<file path="src/rtl/flash_front_pkg.sv">
package flash_front_pkg;

	// Framing of a command on the serial link
	localparam int          OP_BITS     = 8;
	localparam int          ADDR_BITS   = 24;
	localparam int          FRAME_BITS  = 32;
	localparam int          CNT_W       = 6;
	localparam int          PAGE_LSB    = 9;
	localparam int          PAGE_W      = 12;
	localparam int          BYTE_W      = 9;
	localparam int          DUMMY_W     = 3;

	// Address layouts: page bits, byte/buffer bits, rest are dummy
	localparam logic [23:0] MASK_PAGE12 = 24'h1F_FE00;
	localparam logic [23:0] MASK_PAGE9  = 24'h1F_F000;
	localparam logic [23:0] MASK_PAGE4  = 24'h1E_0000;
	localparam logic [23:0] MASK_BYTE9  = 24'h00_01FF;
	localparam logic [23:0] MASK_NONE   = 24'h00_0000;

	// The one opcode that makes the serial output drive
	localparam logic [7:0]  OPC_STATUS  = 8'hD7;

	// Reset values
	localparam logic        MODE3_RST   = 1'b1;
	localparam logic        CS_SYNC_RST = 1'b0;

	// Timing
	localparam int          CLK_FREQ_KHZ                  = 100_000;
	localparam int          POWERUP_PROGRAM_ERASE_WAIT_MS = 3;
	localparam int          POWERUP_PROGRAM_ERASE_CYCLES  =
		POWERUP_PROGRAM_ERASE_WAIT_MS * CLK_FREQ_KHZ;

	typedef enum logic [1:0] {
		ST_POR,
		ST_STANDBY,
		ST_CMD,
		ST_DATA
	} front_state_t;

endpackage

</file>
<file path="src/rtl/addr_class_if.sv">
`timescale 1ns/1ps
interface addr_class_if;
	logic [7:0]  opcode;
	logic [23:0] addr;
	logic        has_addr;
	logic [23:0] page_mask;
	logic [23:0] byte_mask;
	logic [2:0]  dummy_bytes;

	modport front (output opcode, output addr,
		input has_addr, input page_mask, input byte_mask, input dummy_bytes);
	modport cls (input opcode, input addr,
		output has_addr, output page_mask, output byte_mask, output dummy_bytes);
endinterface

</file>
<file path="src/rtl/addr_classify.sv">
`timescale 1ns/1ps
module addr_classify
	import flash_front_pkg::*;
(
	addr_class_if.cls c
);

	always_comb begin
		c.has_addr    = 1'b1;
		c.page_mask   = MASK_NONE;
		c.byte_mask   = MASK_NONE;
		c.dummy_bytes = 3'h0;
		case (c.opcode)
		8'h01, 8'h02, 8'h03, 8'h58, 8'h59, 8'h82, 8'h85: begin
			c.page_mask = MASK_PAGE12;
			c.byte_mask = MASK_BYTE9;
		end
		8'h0B: begin
			c.page_mask   = MASK_PAGE12;
			c.byte_mask   = MASK_BYTE9;
			c.dummy_bytes = 3'h1;
		end
		8'h1B: begin
			c.page_mask   = MASK_PAGE12;
			c.byte_mask   = MASK_BYTE9;
			c.dummy_bytes = 3'h2;
		end
		8'hD2: begin
			c.page_mask   = MASK_PAGE12;
			c.byte_mask   = MASK_BYTE9;
			c.dummy_bytes = 3'h4;
		end
		8'h53, 8'h55, 8'h60, 8'h61, 8'h81, 8'h83, 8'h86, 8'h88, 8'h89: begin
			c.page_mask = MASK_PAGE12;
		end
		8'h50: begin
			c.page_mask = MASK_PAGE9;
		end
		8'h7C: begin
			c.page_mask = MASK_PAGE4;
		end
		8'h84, 8'h87, 8'hD1, 8'hD3: begin
			c.byte_mask = MASK_BYTE9;
		end
		8'hD4, 8'hD6: begin
			c.byte_mask   = MASK_BYTE9;
			c.dummy_bytes = 3'h1;
		end
		8'h32, 8'h35, 8'h77: begin
			c.has_addr = 1'b1;
		end
		default: begin
			// Opcode-only commands and unknown codes carry no address
			c.has_addr = 1'b0;
		end
		endcase
	end

endmodule

</file>
<file path="src/rtl/flash_spi_front.sv">
`timescale 1ns/1ps
module flash_spi_front
	import flash_front_pkg::*;
#(
	parameter int unsigned    PE_WAIT_CYCLES = POWERUP_PROGRAM_ERASE_CYCLES,
	parameter logic [7:0]     STATUS_BASE    = 8'h00
) (
	input  wire logic         clk_i,
	input  wire logic         resetn_i,
	input  wire logic         por_active_i,
	input  wire logic         cs_n_i,
	input  wire logic         sck_i,
	input  wire logic         si_i,
	output logic              so_o,
	output logic              so_oe_o,
	output logic              spi_mode3_o,
	output logic              standby_o,
	output logic              pe_ready_o,
	output logic              cmd_valid_o,
	output logic [7:0]        opcode_o,
	output logic [23:0]       addr_o,
	output logic              has_addr_o,
	output logic [23:0]       page_mask_o,
	output logic [23:0]       byte_mask_o,
	output logic [11:0]       page_addr_o,
	output logic [8:0]        byte_addr_o,
	output logic [2:0]        dummy_bytes_o
);
	import flash_front_pkg::*;

	////////////////////////////////////////////////////////////////////////////////
	// Reset release and input synchronisers

	logic rst_q1;
	logic rst_n;
	always_ff @(posedge clk_i or negedge resetn_i) begin
		if (!resetn_i) begin
			rst_q1 <= 1'b0;
			rst_n  <= 1'b0;
		end else begin
			rst_q1 <= 1'b1;
			rst_n  <= rst_q1;
		end
	end

	// Chip select syncs to low so a select held low at release is no edge
	logic cs_q1, cs_s2, cs_prev;
	logic sck_q1, sck_s2, sck_prev;
	logic si_q1, si_s2;
	logic por_q1, por_s;
	always_ff @(posedge clk_i or negedge rst_n) begin
		if (!rst_n) begin
			cs_q1    <= CS_SYNC_RST;
			cs_s2    <= CS_SYNC_RST;
			cs_prev  <= CS_SYNC_RST;
			sck_q1   <= 1'b0;
			sck_s2   <= 1'b0;
			sck_prev <= 1'b0;
			si_q1    <= 1'b0;
			si_s2    <= 1'b0;
			por_q1   <= 1'b1;
			por_s    <= 1'b1;
		end else begin
			cs_q1    <= cs_n_i;
			cs_s2    <= cs_q1;
			cs_prev  <= cs_s2;
			sck_q1   <= sck_i;
			sck_s2   <= sck_q1;
			sck_prev <= sck_s2;
			si_q1    <= si_i;
			si_s2    <= si_q1;
			por_q1   <= por_active_i;
			por_s    <= por_q1;
		end
	end

	logic cs_fall, sck_rise, sck_fall;
	assign cs_fall  = cs_prev && !cs_s2;
	assign sck_rise = !sck_prev && sck_s2;
	assign sck_fall = sck_prev && !sck_s2;

	////////////////////////////////////////////////////////////////////////////////
	// Command shift register and classification

	front_state_t     state;
	logic [31:0]      shreg;
	logic [CNT_W-1:0] bit_cnt;
	logic [31:0]      next_shreg;
	logic             op_done, frame_done, done;

	addr_class_if cls_bus ();
	addr_classify u_classify (.c(cls_bus));

	assign next_shreg     = {shreg[30:0], si_s2};
	assign cls_bus.opcode = (bit_cnt == CNT_W'(OP_BITS - 1)) ? next_shreg[7:0]
		: next_shreg[31:24];
	assign cls_bus.addr   = next_shreg[23:0];
	assign op_done        = bit_cnt == CNT_W'(OP_BITS - 1) && !cls_bus.has_addr;
	assign frame_done     = bit_cnt == CNT_W'(FRAME_BITS - 1);
	assign done           = state == ST_CMD && !cs_s2 && !por_s && sck_rise && (op_done || frame_done);

	always_ff @(posedge clk_i or negedge rst_n) begin
		if (!rst_n) begin
			shreg   <= 32'h0000_0000;
			bit_cnt <= '0;
		end else if (state != ST_CMD || cs_s2) begin
			shreg   <= 32'h0000_0000;
			bit_cnt <= '0;
		end else if (sck_rise) begin
			shreg   <= next_shreg;
			bit_cnt <= bit_cnt + CNT_W'(1);
		end
	end

	always_ff @(posedge clk_i or negedge rst_n) begin
		if (!rst_n) begin
			cmd_valid_o   <= 1'b0;
			opcode_o      <= 8'h00;
			addr_o        <= 24'h00_0000;
			has_addr_o    <= 1'b0;
			page_mask_o   <= MASK_NONE;
			byte_mask_o   <= MASK_NONE;
			page_addr_o   <= 12'h000;
			byte_addr_o   <= 9'h000;
			dummy_bytes_o <= 3'h0;
		end else begin
			cmd_valid_o <= done;
			if (done) begin
				opcode_o      <= cls_bus.opcode;
				addr_o        <= op_done ? 24'h00_0000 : cls_bus.addr;
				has_addr_o    <= cls_bus.has_addr;
				page_mask_o   <= cls_bus.page_mask;
				byte_mask_o   <= cls_bus.byte_mask;
				page_addr_o   <= cls_bus.addr[PAGE_LSB +: PAGE_W]
					& cls_bus.page_mask[PAGE_LSB +: PAGE_W];
				byte_addr_o   <= cls_bus.addr[BYTE_W-1:0] & cls_bus.byte_mask[BYTE_W-1:0];
				dummy_bytes_o <= cls_bus.dummy_bytes;
			end
		end
	end

	////////////////////////////////////////////////////////////////////////////////
	// Frame control, mode selection and serial output

	logic [7:0] out_sh;
	always_ff @(posedge clk_i or negedge rst_n) begin
		if (!rst_n) begin
			state       <= ST_POR;
			spi_mode3_o <= MODE3_RST;
			standby_o   <= 1'b0;
			so_oe_o     <= 1'b0;
		end else if (por_s) begin
			state       <= ST_POR;
			spi_mode3_o <= MODE3_RST;
			standby_o   <= 1'b0;
			so_oe_o     <= 1'b0;
		end else if (cs_s2) begin
			// Select must be seen high before any command can start
			state     <= ST_STANDBY;
			standby_o <= 1'b1;
			so_oe_o   <= 1'b0;
		end else begin
			case (state)
			ST_STANDBY: begin
				if (cs_fall) begin
					state       <= ST_CMD;
					spi_mode3_o <= sck_s2;
					standby_o   <= 1'b0;
				end
			end
			ST_CMD: begin
				if (done) begin
					state   <= ST_DATA;
					so_oe_o <= cls_bus.opcode == OPC_STATUS;
				end
			end
			ST_DATA: begin
				state <= ST_DATA;
			end
			default: begin
				// Stays put until select rises; a low select at release is no frame
				state <= state;
			end
			endcase
		end
	end

	// Output changes on falling clock so the host samples it on the rising one
	always_ff @(posedge clk_i or negedge rst_n) begin
		if (!rst_n) begin
			out_sh <= 8'h00;
			so_o   <= 1'b0;
		end else if (done) begin
			out_sh <= {pe_ready_o, STATUS_BASE[6:0]};
		end else if (state == ST_DATA && so_oe_o && sck_fall) begin
			so_o   <= out_sh[7];
			out_sh <= {out_sh[6:0], out_sh[7]};
		end
	end

	////////////////////////////////////////////////////////////////////////////////
	// Power-up delay before the first program or erase

	logic [31:0] pe_cnt;
	always_ff @(posedge clk_i or negedge rst_n) begin
		if (!rst_n) begin
			pe_cnt     <= 32'h0000_0000;
			pe_ready_o <= 1'b0;
		end else if (por_s) begin
			pe_cnt     <= 32'h0000_0000;
			pe_ready_o <= 1'b0;
		end else if (!pe_ready_o) begin
			if (pe_cnt == PE_WAIT_CYCLES - 1) begin
				pe_ready_o <= 1'b1;
			end else begin
				pe_cnt <= pe_cnt + 32'h0000_0001;
			end
		end
	end
endmodule

</file>
<file path="config.mk">
export PLATFORM = sky130hd
export DESIGN_NAME = flash_spi_front
export DESIGN_NICKNAME = d
export VERILOG_FILES = /design/src/rtl/flash_front_pkg.sv /design/src/rtl/addr_class_if.sv /design/src/rtl/addr_classify.sv /design/src/rtl/flash_spi_front.sv
export SDC_FILE = /design/constraint.sdc
export NUM_CORES = 1
export LEC_CHECK = 0
export ABC_AREA = 1
export BUFFER_PORTS_ARGS = -buffer_cell sky130_fd_sc_hd__buf_2
export CAP_MARGIN = 20
export CORE_ASPECT_RATIO = 0.6
export CORE_UTILIZATION = 43
export DETAILED_ROUTE_END_ITERATION = 16
export GPL_ROUTABILITY_DRIVEN = 0
export PLACE_DENSITY = 0.6
export SYNTH_ARGS = -nofsm -noshare
export SYNTH_HDL_FRONTEND = slang
export SYNTH_HIERARCHICAL = 1
export SYNTH_SLANG_ARGS = --single-unit
</file>
<file path="constraint.sdc">
create_clock -name clk_i -period 16.2 [get_ports clk_i]
set_clock_uncertainty 0.15 [all_clocks]
set_input_delay 0.81 -clock clk_i [delete_from_list [all_inputs] [get_ports clk_i]]
set_output_delay 0.81 -clock clk_i [all_outputs]
set_load 0.02 [all_outputs]
</file>
==> impl_metrics.tcl <==
set metrics [dict create \
    port_buffers 116 \
    rr_endpoint "opcode_o[0]" \
    seq_area_frac_synth_pct 51.6 \
    num-nets-final 1341 \
    dieArea_um2 23400 \
    intPower_w 0.000841 \
    routed_wl_um 23300 \
    synth_cell_type_count 34 \
    critPathCaptureType "flop" \
    seqPwrFrac_pct 48.2 \
    cp_max_fo 181 \
    cts_sinks 202 \
    wl_per_cell_um 14.1 \
    path_cells "ha_1, nand2_1, nor2_4, nand2_1, o21ai_0, inv_1, inv_1, nor2_1, nand2_1, nor2_1, nor2_1, nand3_1, nor2_1, nand2_1, inv_1, nand3_2, nand2_2, nand2_8, nand2_1, o21ai_1" \
    pwr-share-comb_pct 1.8 \
    cts_max_level 1 \
    clkLatencyLatePin_ns 0.50 \
    holdCritPathClass "flop to flop" \
    pre_cts_ws_ns 11.53 \
    syn_area_um2 9810 \
    final_area_um2 11200 \
    antenna_found_initial 0 \
    start_util_pct 44.1 \
    status "finished, final reports clean" \
    grt_pass1_wl_um 38800 \
    areaGrowthSynthToFinish_pct 13.9 \
    placed_cell_area_um2 10400 \
    drc 0 \
    worst-path-stages 20 \
    critical_path_required_ns 16.37 \
    grt_overflow 0 \
    cp.arrival_ns 5.02 \
    crit_buf_inv 3 \
    rows 42 \
    synth-edff-count 0 \
    postCtsSetupRepairBufs 0 \
    slew_violations 0 \
    dp_hpwl_um 16200 \
    p_leak_nw 5.56 \
    final.setup.tns_ns 0 \
    worst_pin_slew_ns 1.14 \
    vias 7984 \
    core-area_um2 22200 \
    switching_share_pct 21.1 \
    maxCapViolCount 0 \
    dieWidth_um 197 \
    worstSetupStartpointType "flop" \
    grt_usage_pct 20.5 \
    cts_buffer_depth 3 \
    worstSetupEndpoint "opcode_o[0]" \
    syn_inst 1251 \
    period_needed_ns 4.85 \
    cts_tree "done" \
    path_clk_slew_ns 0.07 \
    cp_top_family "simple AND/OR/NAND/NOR gates" \
    setup_ws_ns 11.35 \
    drtIter0Drc 586 \
    post_synth.cell_area_avg_um2 7.84 \
    worstSetupPathType "flop to flop" \
    grt_pass1_vias 7346 \
    antenna_left 0 \
    rrSetupSlack_ns 11.35 \
    power.density_nw_per_um2 95.4 \
    synth_ff_type "dfrtp_1" \
    avgViaCountPerCell 4.82 \
    slew_headroom_pct 24.1 \
    critPathMostFrequentCell "nand2_1" \
    grt_start_max_net_pins 182 \
    cts_root_buf "clkbuf_16" \
    hold_viol 0 \
    timing.rr.start "bit_cnt[1]" \
    switchingPower_w 0.000225 \
    grt_setup_unrepaired "false" \
    setup_viol 0 \
    clkPwrFrac_pct 50.0 \
    reg2reg_depth 20 \
    crit_start "bit_cnt[1]" \
    fp.dieH_um 119 \
    cpPeakStageDelay_ns 0.50 \
    synth_warnings 6 \
    ioPinCount 117 \
    fmax_mhz 206 \
    vdd_drop_max_v 0.0000765 \
    async_reset_ff_share_pct 100 \
    numCtsBuffers 21 \
    first_pass_iters 5 \
    ys_ff_latch 202 \
    antenna_cells 0 \
    layout-drive-gt1-share_pct 15.1 \
    cp_slowest_cell "nand3_2" \
    fin_crit_sh_pct 29.9 \
]
==> what timing repair did <==
action                                 CTS  global route
hold buffers                             1             0
endpoints found under the hold margin    2             0
gates resized for setup                  0             0
==> area by class of cell <==
type	instances	area (µm²)
fillers	2123	11100
flip-flops and latches	202	5060
multi-input cells	858	3830
repair buffers	122	648
clock buffers	26	564
inverters	128	480
well taps	308	385
clock inverters	12	198
==> kinds of logic (layout without fill, tap and decap cells) <==
family	Yosys count	after routing	share of synthesized area, %
AND/OR/NAND/NOR	660	660	27.4
buffers and inverters	217	288	10.5
other	2	28	0.0766
flip-flops	202	202	51.6
AO/OA/AOI/OAI	157	157	9.13
XOR/XNOR	11	11	0.982
adder cells (fa/ha/maj)	2	2	0.255
==> metrics by stage <==
| step | utilization [%] | power, W | std cells | hold slack, ns |
|---|---|---|---|---|
| after floorplan | - | 0.000539 | 1277 | 0.181 |
| after global placement | 46.6 | 0.000542 | 1616 | 0.183 |
| after detailed placement | 46.6 | 0.000542 | 1616 | 0.186 |
| after CTS | 50.1 | 0.00108 | 1655 | 0.199 |
| after global routing | 50.2 | 0.00110 | 1656 | 0.207 |
| final | 50.2 | 0.00107 | 1656 | 0.198 |
==> worst min-delay path by stage <==
stage / from / to / slack (ns) / cells past startpoint
3_5_place_dp: rst_q1 / rst_n / 0.19 / 0
5_1_grt: rst_q1 / rst_n / 0.21 / 0
2_1_floorplan: cs_q1 / cs_s2 / 0.18 / 0
3_3_place_gp: si_q1 / si_s2 / 0.18 / 0
6_report: rst_q1 / rst_n / 0.20 / 0
4_1_cts: rst_q1 / rst_n / 0.20 / 0
==> metal layers <==
metal	global-route usage, %	vias to the layer above	wire (µm)	part of all wire (%)
li1	-	4037	-	-
met1	34.0	3695	12700	55
met2	27.4	230	8830	38
met3	3.46	22	1490	6.4
met4	3.39	0	274	1.2
met5	0	-	0	0
==> power by group through the flow <==
stage	Clock, W	Combinational (W)	Sequential [W]
5_1_grt	0.000568	0.0000224	0.000514
3_5_place_dp	0	0.0000187	0.000523
2_1_floorplan	0	0.0000123	0.000527
6_report	0.000533	0.0000191	0.000513
3_3_place_gp	0	0.0000187	0.000523
4_1_cts	0.000543	0.0000189	0.000513
==> registers in the layout (all words and copies together), names as in the netlist, 8 cells and up <==
| signal | cells |
|---|---|
| opcode_o | 8 |
| addr_o | 24 |
| page_mask_o | 24 |
| byte_mask_o | 24 |
| page_addr_o | 12 |
| shreg | 31 |
| pe_cnt | 32 |
| byte_addr_o | 9 |
| out_sh | 8 |
==> cell usage after synthesis, types with 6 or more instances <==
library cell | instances | area share [%]
o31ai_1 | 22 | 1.7
o21ai_1 | 26 | 1.3
buf_2 | 18 | 0.92
inv_1 | 121 | 4.6
o21ai_0 | 82 | 4.2
nor2_2 | 8 | 0.51
xor2_1 | 10 | 0.89
dfrtp_1 | 199 | 51
o21ai_2 | 10 | 0.89
buf_4 | 46 | 3.5
inv_2 | 6 | 0.23
nor2_1 | 122 | 4.7
a21oi_1 | 8 | 0.41
nand3_1 | 86 | 4.4
nand2_1 | 413 | 16
nand2_2 | 14 | 0.89
clkbuf_1 | 22 | 0.84
nor3_1 | 6 | 0.31
==> layout by cell type (no fill, tap or decap), drive strengths merged, types with 3 or more instances in the layout <==
master | Yosys | routed
dfstp | 3 | 3
clkbuf | 22 | 26
o31ai | 22 | 22
nor3 | 6 | 6
nand2 | 427 | 427
conb | 2 | 28
o22ai | 5 | 5
o21ai | 118 | 118
a21oi | 8 | 8
clkinv | 1 | 5
nand3 | 89 | 89
inv | 127 | 128
nor2 | 131 | 131
bufinv | 0 | 5
dfrtp | 199 | 199
xor2 | 10 | 10
nand4 | 4 | 4
buf | 67 | 121
Power figures use the tool's default switching activity.
